## config.mk

```make
export PLATFORM = sky130hd
export DESIGN_NAME = tlbm_top
export DESIGN_NICKNAME = d
export VERILOG_FILES = /design/src/inc/tlbm_pkg.sv /design/src/hw/tlbm_top.sv /design/src/hw/tlbm_random_index.sv
export SDC_FILE = /design/constraint.sdc
export NUM_CORES = 1
export LEC_CHECK = 0
export BUFFER_PORTS_ARGS = -buffer_cell sky130_fd_sc_hd__buf_2
export CAP_MARGIN = 20
export CORE_UTILIZATION = 55
export DETAILED_ROUTE_END_ITERATION = 8
export GPL_ROUTABILITY_DRIVEN = 0
export PLACE_DENSITY = 0.78
export SETUP_SLACK_MARGIN = 0.5
export SLEW_MARGIN = 20
export SYNTH_ARGS = -nofsm -noshare
export SYNTH_HDL_FRONTEND = slang
export SYNTH_HIERARCHICAL = 1
export SYNTH_SLANG_ARGS = --single-unit
export TNS_END_PERCENT = 30
```

## constraint.sdc

```tcl
create_clock -name mclk -period 4.3 [get_ports mclk]
set_input_delay 0 -clock mclk [delete_from_list [all_inputs] [get_ports mclk]]
set_output_delay 0 -clock mclk [all_outputs]
set_load 0.01 [all_outputs]
```

## src/inc/tlbm_pkg.sv

```systemverilog
package tlbm_pkg;
	localparam int          ENTRIES   = 64;
	localparam int          IDX_W     = 6;
	localparam int          MISS_BIT  = 31;
	localparam logic [5:0]  MAX_ENTRY = 6'h3F;
	localparam logic [5:0]  RST_WIRED = 6'h00;
	localparam logic [5:0]  RST_RAND  = 6'h3F;
	localparam logic [31:0] RST_WORD  = 32'h0000_0000;
	// Implemented mask bits; others read back zero
	localparam logic [31:0] MASK_IMPL = 32'h007F_FFFC;
	// Control register numbers and selects
	localparam logic [4:0]  NUM_INDEX = 5'h00;
	localparam logic [4:0]  NUM_RAND  = 5'h01;
	localparam logic [4:0]  NUM_PTR   = 5'h04;
	localparam logic [4:0]  NUM_WIRED = 5'h06;
	localparam logic [4:0]  NUM_BADVA = 5'h08;
	localparam logic [2:0]  SEL_0     = 3'h0;
	localparam logic [2:0]  SEL_MASK  = 3'h1;
	typedef enum logic [2:0] {
		EXC_NONE       = 3'h0,
		EXC_ADDR_LOAD  = 3'h1,
		EXC_ADDR_STORE = 3'h2,
		EXC_REFILL     = 3'h3,
		EXC_INV_LOAD   = 3'h4,
		EXC_INV_STORE  = 3'h5,
		EXC_MODIFIED   = 3'h6
	} tlbm_exc_e;
endpackage

```

## src/hw/tlbm_top.sv

```systemverilog
`timescale 1ns/10ps
`default_nettype none
module tlbm_top (
	// Clock and reset
	input  wire logic                    mclk,
	input  wire logic                    rstn,
	// Control register access
	input  wire logic                    cp0_wr,
	input  wire logic                    cp0_rd,
	input  wire logic [4:0]              cp0_num,
	input  wire logic [2:0]              cp0_sel,
	input  wire logic [31:0]             cp0_wdata,
	output logic      [31:0]             cp0_rdata,
	// Buffer maintenance instructions
	input  wire logic                    indexed_entry_write,
	input  wire logic                    random_entry_write,
	input  wire logic                    translation_probe,
	input  wire logic                    probe_hit,
	input  wire logic [5:0]              probe_entry,
	output logic                         buf_we,
	output logic      [5:0]              buf_we_entry,
	// Translation result of a load or store
	input  wire logic                    acc_valid,
	input  wire logic                    acc_store,
	input  wire logic                    acc_user_sup,
	input  wire logic                    acc_perm_ok,
	input  wire logic                    acc_hit,
	input  wire logic                    acc_entry_valid,
	input  wire logic                    acc_entry_dirty,
	input  wire logic [31:0]             acc_vaddr,
	output logic                         exc_valid,
	output tlbm_pkg::tlbm_exc_e          exc_code
);
	import tlbm_pkg::*;

	typedef struct packed {
		logic        probe_miss;
		logic [5:0]  index;
		logic [5:0]  wired;
		logic [31:0] ptr;
		logic [31:0] mask;
		logic [31:0] badva;
		logic [31:0] rdata;
		logic        we;
		logic [5:0]  we_entry;
		logic        exc_v;
		tlbm_exc_e   exc;
	} tlbm_state_s;

	tlbm_state_s state_reg;
	tlbm_state_s state_next;
	logic [5:0]  rand_idx;
	logic        wr_index;
	logic        wr_wired;
	logic        wr_ptr;
	logic        wr_mask;
	tlbm_exc_e   fault;

	assign wr_index = cp0_wr && cp0_num == NUM_INDEX && cp0_sel == SEL_0;
	assign wr_wired = cp0_wr && cp0_num == NUM_WIRED && cp0_sel == SEL_0;
	assign wr_ptr   = cp0_wr && cp0_num == NUM_PTR && cp0_sel == SEL_0;
	assign wr_mask  = cp0_wr && cp0_num == NUM_PTR && cp0_sel == SEL_MASK;

	// Merge the faulting page number into the pointer under the mask
	function automatic logic [31:0] insert_vpn(input logic [31:0] ptr,
		input logic [31:0] mask, input logic [31:0] va);
		logic [4:0]  top;
		logic [31:0] shifted;
		top = 5'h00;
		for (int i = 0; i < 32; i++) begin
			if (mask[i]) begin
				top = 5'(i);
			end
		end
		// Top of the field receives address bit 31
		shifted = va >> (5'h1F - top);
		return (ptr & ~mask) | (shifted & mask);
	endfunction

	// Fault classification; address errors outrank the buffer lookup
	always_comb begin
		fault = EXC_NONE;
		if (acc_valid) begin
			if (acc_user_sup && !acc_perm_ok) begin
				fault = acc_store ? EXC_ADDR_STORE : EXC_ADDR_LOAD;
			end else if (!acc_hit) begin
				fault = EXC_REFILL;
			end else if (!acc_entry_valid) begin
				fault = acc_store ? EXC_INV_STORE : EXC_INV_LOAD;
			end else if (acc_store && !acc_entry_dirty) begin
				fault = EXC_MODIFIED;
			end
		end
	end

	always_comb begin
		state_next       = state_reg;
		state_next.we    = 1'b0;
		state_next.exc_v = 1'b0;
		state_next.exc   = EXC_NONE;
		if (wr_index) begin
			state_next.index      = cp0_wdata[5:0];
			state_next.probe_miss = cp0_wdata[MISS_BIT];
		end
		// Probe result wins over a software write in the same cycle
		if (translation_probe) begin
			state_next.probe_miss = !probe_hit;
			if (probe_hit) begin
				state_next.index = probe_entry;
			end
		end
		if (wr_wired) begin
			state_next.wired = cp0_wdata[5:0];
		end
		if (wr_mask) begin
			// Unimplemented bits stay zero so software can size the field
			state_next.mask = cp0_wdata & MASK_IMPL;
		end
		if (wr_ptr) begin
			state_next.ptr = cp0_wdata;
		end
		if (indexed_entry_write) begin
			// Indexed write ignores the wired boundary
			state_next.we       = 1'b1;
			state_next.we_entry = state_reg.index;
		end else if (random_entry_write) begin
			state_next.we       = 1'b1;
			state_next.we_entry = rand_idx;
		end
		// Only address-error and buffer lookup faults reach here; cache and bus errors have no path in
		if (fault != EXC_NONE) begin
			state_next.exc_v = 1'b1;
			state_next.exc   = fault;
			state_next.badva = acc_vaddr;
			state_next.ptr   = insert_vpn(state_next.ptr, state_reg.mask, acc_vaddr);
		end
		state_next.rdata = state_reg.rdata;
		if (cp0_rd) begin
			state_next.rdata = RST_WORD;
			case ({cp0_num, cp0_sel})
				{NUM_INDEX, SEL_0}: begin
					state_next.rdata           = {26'h000_0000, state_reg.index};
					state_next.rdata[MISS_BIT] = state_reg.probe_miss;
				end
				{NUM_RAND, SEL_0}: begin
					state_next.rdata = {26'h000_0000, rand_idx};
				end
				{NUM_PTR, SEL_0}: begin
					state_next.rdata = state_reg.ptr;
				end
				{NUM_PTR, SEL_MASK}: begin
					state_next.rdata = state_reg.mask;
				end
				{NUM_WIRED, SEL_0}: begin
					state_next.rdata = {26'h000_0000, state_reg.wired};
				end
				{NUM_BADVA, SEL_0}: begin
					state_next.rdata = state_reg.badva;
				end
				default: begin
					state_next.rdata = RST_WORD;
				end
			endcase
		end
	end

	always_ff @(posedge mclk or negedge rstn) begin
		if (!rstn) begin
			state_reg.probe_miss <= 1'b0;
			state_reg.index      <= RST_WIRED;
			state_reg.wired      <= RST_WIRED;
			state_reg.ptr        <= RST_WORD;
			state_reg.mask       <= RST_WORD;
			state_reg.badva      <= RST_WORD;
			state_reg.rdata      <= RST_WORD;
			state_reg.we         <= 1'b0;
			state_reg.we_entry   <= RST_WIRED;
			state_reg.exc_v      <= 1'b0;
			state_reg.exc        <= EXC_NONE;
		end else begin
			state_reg <= state_next;
		end
	end

	// Random slot steps after each buffer write and restarts at the top on a boundary write, which wins in the same cycle
	tlbm_random_index u_rand (
		.mclk      (mclk),
		.rstn      (rstn),
		.wired_wr  (wr_wired),
		.wired_new (cp0_wdata[5:0]),
		.wired_cur (state_reg.wired),
		.buf_write (indexed_entry_write || random_entry_write),
		.rand_out  (rand_idx)
	);

	assign cp0_rdata    = state_reg.rdata;
	assign buf_we       = state_reg.we;
	assign buf_we_entry = state_reg.we_entry;
	assign exc_valid    = state_reg.exc_v;
	assign exc_code     = state_reg.exc;
endmodule
`default_nettype wire

```

## src/hw/tlbm_random_index.sv

```systemverilog
`timescale 1ns/10ps
`default_nettype none
module tlbm_random_index (
	// Clock and reset
	input  wire logic       mclk,
	input  wire logic       rstn,
	// Events
	input  wire logic       wired_wr,
	input  wire logic [5:0] wired_new,
	input  wire logic [5:0] wired_cur,
	input  wire logic       buf_write,
	// Current replacement slot
	output logic      [5:0] rand_out
);
	import tlbm_pkg::*;

	typedef struct packed {
		logic [5:0] rnd;
	} tlbm_rnd_s;

	tlbm_rnd_s state_reg;
	tlbm_rnd_s state_next;

	always_comb begin
		state_next = state_reg;
		if (wired_wr) begin
			// Restart at the top so the slot is never inside the new wired range
			state_next.rnd = MAX_ENTRY;
		end else if (buf_write) begin
			// Walk down towards the boundary, then wrap to the top
			if (state_reg.rnd <= wired_cur) begin
				state_next.rnd = MAX_ENTRY;
			end else begin
				state_next.rnd = state_reg.rnd - 6'h01;
			end
		end
	end

	always_ff @(posedge mclk or negedge rstn) begin
		if (!rstn) begin
			state_reg.rnd <= RST_RAND;
		end else begin
			state_reg <= state_next;
		end
	end

	assign rand_out = state_reg.rnd;
endmodule
`default_nettype wire

```

Yosys cells after proc, flatten, opt, wreduce, memory -nomap -nowiden
Index checks and enable logic that the tools add are counted.

Register bits after elaboration: 147. Input port bits: 93. Word-level logic and storage cells: 89.

$add $sub $neg: 2. $lt $le $gt $ge: 1. Equality and inequality tests: 8. Shifts and indexed selects: 1. Muxes and demuxes: 41. Bitwise logic cells: 4. Reduce and logical (&&, ||, !) cells: 20.

Operators by type and width (number): 32-bit case mux with 6 select lines (1); 5-bit two-way mux (21); 32-bit two-way mux (2); 32-bit by 23-bit bitwise AND with 32-bit output (1); 32-bit bitwise AND (1); 23-bit NOT with 32-bit output (1); 32-bit OR (1); 32-bit by 5-bit >> shifter with 32-bit output (1); 7-bit two-way mux (4); 8-bit by 6-bit equality test with 1-bit output, second input constant (3); 6-bit two-way mux (4); 3-bit two-way mux (5); 5-bit by 3-bit equality test with 1-bit output, second input constant (2); 1-bit logical AND (9); 8-bit by 4-bit equality test with 1-bit output, second input constant (1); 8-bit by 7-bit equality test with 1-bit output, second input constant (1); 8-bit logical NOT (1); 6-bit less-or-equal comparator (1); 2-bit nonzero test (3); 6-bit by 1-bit subtractor with 6-bit output, second input constant (1); 5-bit logical NOT (1); 5-bit subtractor, first input constant (1); 2-bit two-way mux (2); 4-bit two-way mux (1); 6 further kinds (8).

Depth between registers and ports, before layout
Gate-level depths: netlist of run 1.

Word-level depth: 27. Gate-level depth with buffers: 11. Mapped depth without buffers: 9.

Hierarchy
Netlist of run 1, hierarchy kept.

By module, submodules not included: tlbm_top (times used 1, cells each 771, area an instance 8045.2 sq um, sequential area each 3528.4 sq um); tlbm_random_index (times used 1, cells each 55, area an instance 493.0 sq um, sequential area each 157.7 sq um).

Worst setup path before layout of run 1
Ideal clock, no wire load.

Path type: reg2reg. Start point: reg state_reg[86] (netlist bit). End point: reg state_reg[118] (netlist bit). Setup time: 0.127 ns. Arrival time: 2.289 ns. Data required time: 4.173 ns. Setup slack: 1.885 ns. Cell stages (with the launch flop): 10. Path buffers: 1. Clock period less this slack: 2.415 ns. Cell sequence: dfrtp_1 > nor4_4 > o41ai_2 > a31oi_4 > buf_8 > mux2i_1 > mux2i_1 > mux2_2 > a221oi_2 > a21oi_1.

RTL lines: start: declaration (line tlbm_top.sv:50) `tlbm_state_s state_reg;`; start signal: assignment (line tlbm_top.sv:181) `state_reg <= state_next;`.

==> results of run 1 <==
through the flow:
step                      instance area (µm²)  worst slack, ns  hold slack (ns)  power [mW]
final                                   10500            0.945          0.00718        4.63
after global routing                    10500            0.761           0.0774        4.81
after CTS                               10500             1.04         0.000257        4.60
after detailed placement                 9000             1.04           0.0108        2.93
after global placement                   9000             1.06          0.00239        2.91
after floorplan                          8540             1.88           -0.296        2.63
final cells by class:
cell class	instances	area, µm²
fillers	1133	4700
clock inverters	12	179
well taps	188	235
inverters	47	176
repair buffers	231	1620
flip-flops and latches	147	3690
multi-input cells	537	4150
clock buffers	20	457
routing by layer:
layer,global-route usage,share of wire
met1,0.416,0.42
met2,0.521,0.48
met3,0.0460,0.070
met4,0.148,0.035
met5,0,0
layout by cell type, fill, tap and decap left out, types with 15 or more instances in the layout:
master         count
a21oi_1           30
o22ai_1           32
mux2_2            77
a31oi_1           17
nor3_1            15
o21ai_0           21
dlygate4sd3_1     86
nand2_1           68
mux2i_1           72
dfrtp_1          141
inv_1             47
clkbuf_16         17
nor2_1            33
a221oi_1          19
a222oi_1          17
buf_2            134
cells by family (layout without fill, tap and decap cells):
kind of cell,count (synthesis),count (layout)
xor gates and xnor gates,1,1
DFF,147,147
and+or+nand+nor,172,172
adders and majority gates,7,7
muxes,151,151
buffers and inverters,142,310
AOI/OAI and AO/OA,206,206
worst max path at each step:
stage | from | end | cells after the start
2_1_floorplan | state_reg[86] | state_reg[118] | 9
3_3_place_gp | state_reg[79] | state_reg[117] | 8
3_5_place_dp | state_reg[79] | state_reg[117] | 8
4_1_cts | state_reg[79] | state_reg[117] | 8
5_1_grt | state_reg[79] | state_reg[117] | 8
6_report | state_reg[79] | state_reg[117] | 8
worst min-delay path, delay by kind of cell:
kind                   cells  cell delay [ns]
AO/OA/AOI/OAI              1             0.08
buffers and inverters      1             0.17
multiplexers               1             0.15
power breakdown:
group / switching (mW) / leakage [nW] / total (mW) / internal, mW
combinational: 0.713 / 2.67 / 1.28 / 0.563
sequential: 0.168 / 1.89 / 1.76 / 1.59
clock: 0.593 / 0.303 / 1.60 / 1.00
total: 1.47 / 4.86 / 4.63 / 3.16
timing repair:
item / in CTS / in global routing
hold buffers: 86 / 0
gates resized for setup: 0 / 0
setup endpoints to repair: 0 / 0
endpoints found under the hold margin: 154 / 0
==> results.md, run 1 <==
- Status: completed
- Count leader, synth: dfrtp_1
- Worst-Skew Late Latency: 0.43 ns
- DRC viols: 0
- Grt total ovfl: 0
- Drt total wl: between 20 and 25 mm
- Synth warn: 6
- FMAX: 298 MHz
- Max reg flops: 98
- Syn avg cell area: about 10 µm²
- Vias in the first global route: 7518
- Pin count of the biggest net entering global routing: 61
- Post-DP HPWL: 16.1 mm
- Distinct cell type count after synthesis: 75
- Hold Crit Start: random_entry_write
- Most used cell, CP: a221oi_1
- Max-slew violation count: 0
- Post-synth EDFFs: 0
- Vias: 7463
- Final ANT Viol Nets: 0
- Worst reg2reg path depth: 8
- Maxcap violations: 0
- Adder-cell area share of the yosys netlist: 0.0103
- Layout Nets: ~1100
- Global Route Usage Sum: 0.317
- Port Buf Inserts: between 100 and 150
- Fraction of layout cells with a size suffix above 1: 0.288
- Worst-path cell chain: nand2b_1 > a221oi_1 > o211ai_1 > a21oi_4 > mux2i_1 > o32ai_2 > a221oi_1 > a21oi_1
- Slew headroom: 0.289
- Pre-antenna DRT Iters: 5
- CP top delay family: compound AO/OA/AOI/OAI gates
- Setup TNS: 0 ns
- Setup slack, reg-to-reg: around 0.94 ns
- CP max stage delay: 0.77 ns
- Largest cells by area after synthesis: dfrtp_1, mux2_2, mux2i_1
- CTS tree: done
- Leading register cell type out of synthesis: dfrtp_1
- Post-synthesis xor/xnor area fraction: 0.00103
- Core Rows: 45
- Final Skew: 0.0130 ns
- Crit path kind: flop to flop
- Share of flip-flops with an asynchronous set or reset: 1.00
- Yosys top cell by area: dfrtp_1
- Die X: 127 µm
- Fin. Hold Viols: 0
- Area of the core: approximately 0.015 mm²
- P&R area growth vs syn: 22.9%
- H-tree depth: 4
- DR WL/cell: between 20 and 25 µm
- First-pass GRT wire length: 39.3 mm
- CP bufs+invs: 0
- Hold/Removal Path Class: input pin to flop
- Die ar.: roughly 0.016 mm²
- Crit-path slowest cell: a21oi_4
- CTS buffer count: 17
- Leak Pwr: roughly 4.9 nW
- Synth Instances: 826
- Post-synthesis cell area: 0.00854 mm²
- Via-per-instance ratio: 6.31
- Critical path peak fanout: 28
- Largest family of logic cells by synthesized area: multiplexers
- Sequential area share after synthesis: 0.432
- Postcts setup bufs: 0
- CP Data Arrival Time: approximately 3.7 ns
- Period utilisation layout: 0.780
- Hold EP: buf_we_entry[5]
- Initial core utilization: 0.562
- I/O Pins: around 140
- Final setup viols: 0
- DIE HEIGHT: 127 µm
- Synth Area in Simple Gates: 0.0994
- PwrDens: 441 mW/mm²
- Worst path required time: 4.60 ns
- Worst R2R End: state_reg[117]
- Reg-to-reg startpoint: state_reg[79]
- Clk root buf: clkbuf_16
- #FFs+latches synth: roughly 150
- Final core utilization: 0.691
- Worst VDD drop: ~440 µV
- Ant. Diodes: 0
- Initial antenna violation count: 0
- Tightest Pin Transition: 1.07 ns
- Placed insts: 1064
- Top cell type's share of synthesized area: 0.413
- Largest buffer count on any clock path: 2
- Initial drt markers: 984
- Hold path cells: 3
- Crit end category: flop
- Minimum clock period: 3.36 ns
- Setup crit start kind: flop
- Worst-path clk slew: 0.06 ns
- Synth top cells by count: dfrtp_1, mux2_2, mux2i_1
- Non-Filler Instances: around 1200
- Compound-Gate Fraction of Synth Area: 0.181
- Syn nets: between 900 and 1000
- RSZ-0062 raised after global routing: false
- CTS sink cnt: 147
- Post-synthesis mux area share: 0.191
No activity file was read; power rests on OpenSTA's default activity.
==> run 2: changes to the inputs <==
==> constraint.sdc (replaced) <==
create_clock -name mclk -period 3.3 [get_ports mclk]
set_input_delay 0 -clock mclk [delete_from_list [all_inputs] [get_ports mclk]]
set_output_delay 0 -clock mclk [all_outputs]
set_load 0.01 [all_outputs]
==> run 2 against run 1 <==
- flip-flop and latch count stayed put
- critical path type unchanged
- non-clock buffer count rose by 23
- sequential power grew 31%
- combinational power increased by 44%
- wire length up 4.0%
- die area did not move
- largest power group unchanged
- final area grew 2.2%
==> results.md, run 2 (synthesis gave the netlist of run 1 again) <==
- Status: completed
- RSZ-0062 raised after global routing: true
- Fin. Hold Viols: 0
- CP Data Arrival Time: roughly 3.1 ns
- CP top delay family: compound AO/OA/AOI/OAI gates
- Pre-antenna DRT Iters: 6
- DRC viols: 0
- P&R area growth vs syn: 25.6%
- Design area: 0.0107 mm²
- Max reg flops: 98
- Final core utilization: 0.706
- Fin Hold WS: between 0.02 and 0.025 ns
- Maxcap violations: 0
- Crit-path slowest cell: dfrtp_1
- Layout Nets: roughly 1100
- Worst path required time: 3.60 ns
- Clk root buf: clkbuf_16
- Fraction of layout cells with a size suffix above 1: 0.310
- Ant. Diodes: 0
- FMAX: 352 MHz
- DR WL/cell: 21.0 µm
- Crit end category: flop
- Setup slack, reg-to-reg: 0.46 ns
- Drt total wl: 25.4 mm
- Setup TNS: 0 ns
- Period utilisation layout: 0.860
- Die X: 127 µm
- Final ANT Viol Nets: 0
- Grt total ovfl: 0
- Via-per-instance ratio: between 6 and 7
- Tightest Pin Transition: slightly below 0.8 ns
- CP max stage delay: 0.48 ns
- Area post-placement: approximately 0.0091 mm²
- Minimum clock period: about 2.8 ns
- Worst reg2reg path depth: 9
- Slew headroom: 0.479
- First-pass GRT wire length: 40.0 mm
- Hold/Removal Path Class: input pin to flop
- Final Skew: roughly 0.0083 ns
- Worst path depth: 9
- CTS buffer count: 17
- Vias: 7693
- Area of the core: 0.0152 mm²
- I/O Pins: 136
- Worst-Skew Late Latency: 0.43 ns
- Reg-to-reg startpoint: state_reg[79]
- Initial antenna violation count: 0
- Core Rows: between 40 and 50
- Most frequent cells in the layout: dfrtp_1, buf_2, dlygate4sd3_1, mux2_2, mux2i_1
- Hold path cells: 3
- Crit path kind: flop to flop
- Hold Crit Start: random_entry_write
- Die ar.: 0.0160 mm²
- Most common cell after layout, fill and taps aside: dfrtp_1
- DIE HEIGHT: 127 µm
- CTS sink cnt: 147
- PwrDens: 574 mW/mm²
- Largest buffer count on any clock path: 2
- Most used cell, CP: a221oi_1
- Critical path peak fanout: 8
- Worst-path clk slew: 0.06 ns
- Max-slew violation count: 0
- Hold EP: buf_we_entry[5]
- Worst VDD drop: 394 µV
- Pin count of the biggest net entering global routing: 84
- Total Power: 6.16 mW
- CTS tree: done
- Vias in the first global route: 7624
- Worst-path cell chain: nand2b_1 > a221oi_1 > o211ai_1 > buf_4 > a21oi_4 > mux2i_1 > o311ai_0 > a221oi_1 > nor3_1
- Worst R2R End: state_reg[113]
- H-tree depth: 4
- Post-DP HPWL: roughly 17 mm
- Setup crit start kind: flop
- Initial drt markers: 1070
- Initial core utilization: 0.562
- CP bufs+invs: 1
- Global Route Usage Sum: 0.327
- Final setup viols: 0
- Port Buf Inserts: between 100 and 150
- Leak Pwr: 4.99 nW
## run 2: cell types whose count changed in the layout (fill, tap and decap cells not counted), sizes merged
| cell | before | now |
|---|---|---|
| buf | 145 | 168 |
| clkbuf | 20 | 23 |
| bufinv | 4 | 2 |
| clkinv | 3 | 1 |
| inv | 49 | 51 |
| clkinvlp | 3 | 2 |
## run 2: worst reg2reg max path: stages (launching register included)
cell and delay, ns:
dfrtp_1 0.48, nand2b_1 0.19, a221oi_1 0.28, o211ai_1 0.20
buf_4 0.20, a21oi_4 0.26, mux2i_1 0.41, o311ai_0 0.21
a221oi_1 0.39, nor3_1 0.09
## run 2: where the power goes
| group | internal (mW) | switching [mW] | total, mW | leakage, nW |
|---|---|---|---|---|
| combinational | 0.850 | 0.992 | 1.84 | 2.79 |
| clock | 1.24 | 0.778 | 2.02 | 0.303 |
| sequential | 2.07 | 0.225 | 2.30 | 1.89 |
## run 2: area by class of cell
| cell class | count | area [µm²] |
|---|---|---|
| tap | 188 | 235 |
| clock inverter | 9 | 115 |
| sequential | 147 | 3690 |
| timing repair buffer | 254 | 1830 |
| fill | 1102 | 4480 |
| clock buffer | 23 | 508 |
| multi-input combinational | 537 | 4170 |
| inverter | 47 | 176 |
## run 2: worst max path at each step
| stage | from | to | slack (ns) |
|---|---|---|---|
| finish | state_reg[79] | state_reg[113] | 0.46 |
| global route | state_reg[86] | state_reg[117] | 0.33 |
| CTS | state_reg[86] | state_reg[126] | 0.45 |
| detailed placement | state_reg[86] | state_reg[113] | 0.44 |
| global placement | state_reg[86] | state_reg[113] | 0.48 |
| floorplan | state_reg[86] | state_reg[118] | 0.88 |
## run 2: stage by stage
stage                     cells  worst slack (ns)
after detailed placement   1081             0.438
after floorplan             826             0.885
final                      1205             0.461
after CTS                  1199             0.448
after global routing       1205             0.327
after global placement     1081             0.479
## run 2: layer usage
metal  track usage  vias to the layer above  part of all wire
li1              -                     3403                 -
met1         0.411                     3684              0.39
met2         0.524                      479              0.47
met3        0.0734                      127             0.088
met4         0.185                        0             0.050
met5             0                        -                 0
## run 2: repair_timing
item | in CTS | in global routing
pin swaps | 0 | 2
hold buffers | 86 | 0
endpoints found under the hold margin | 176 | 0
resized for setup | 1 | 7
buffers inserted | 0 | 6
setup endpoints to repair | 5 | 18
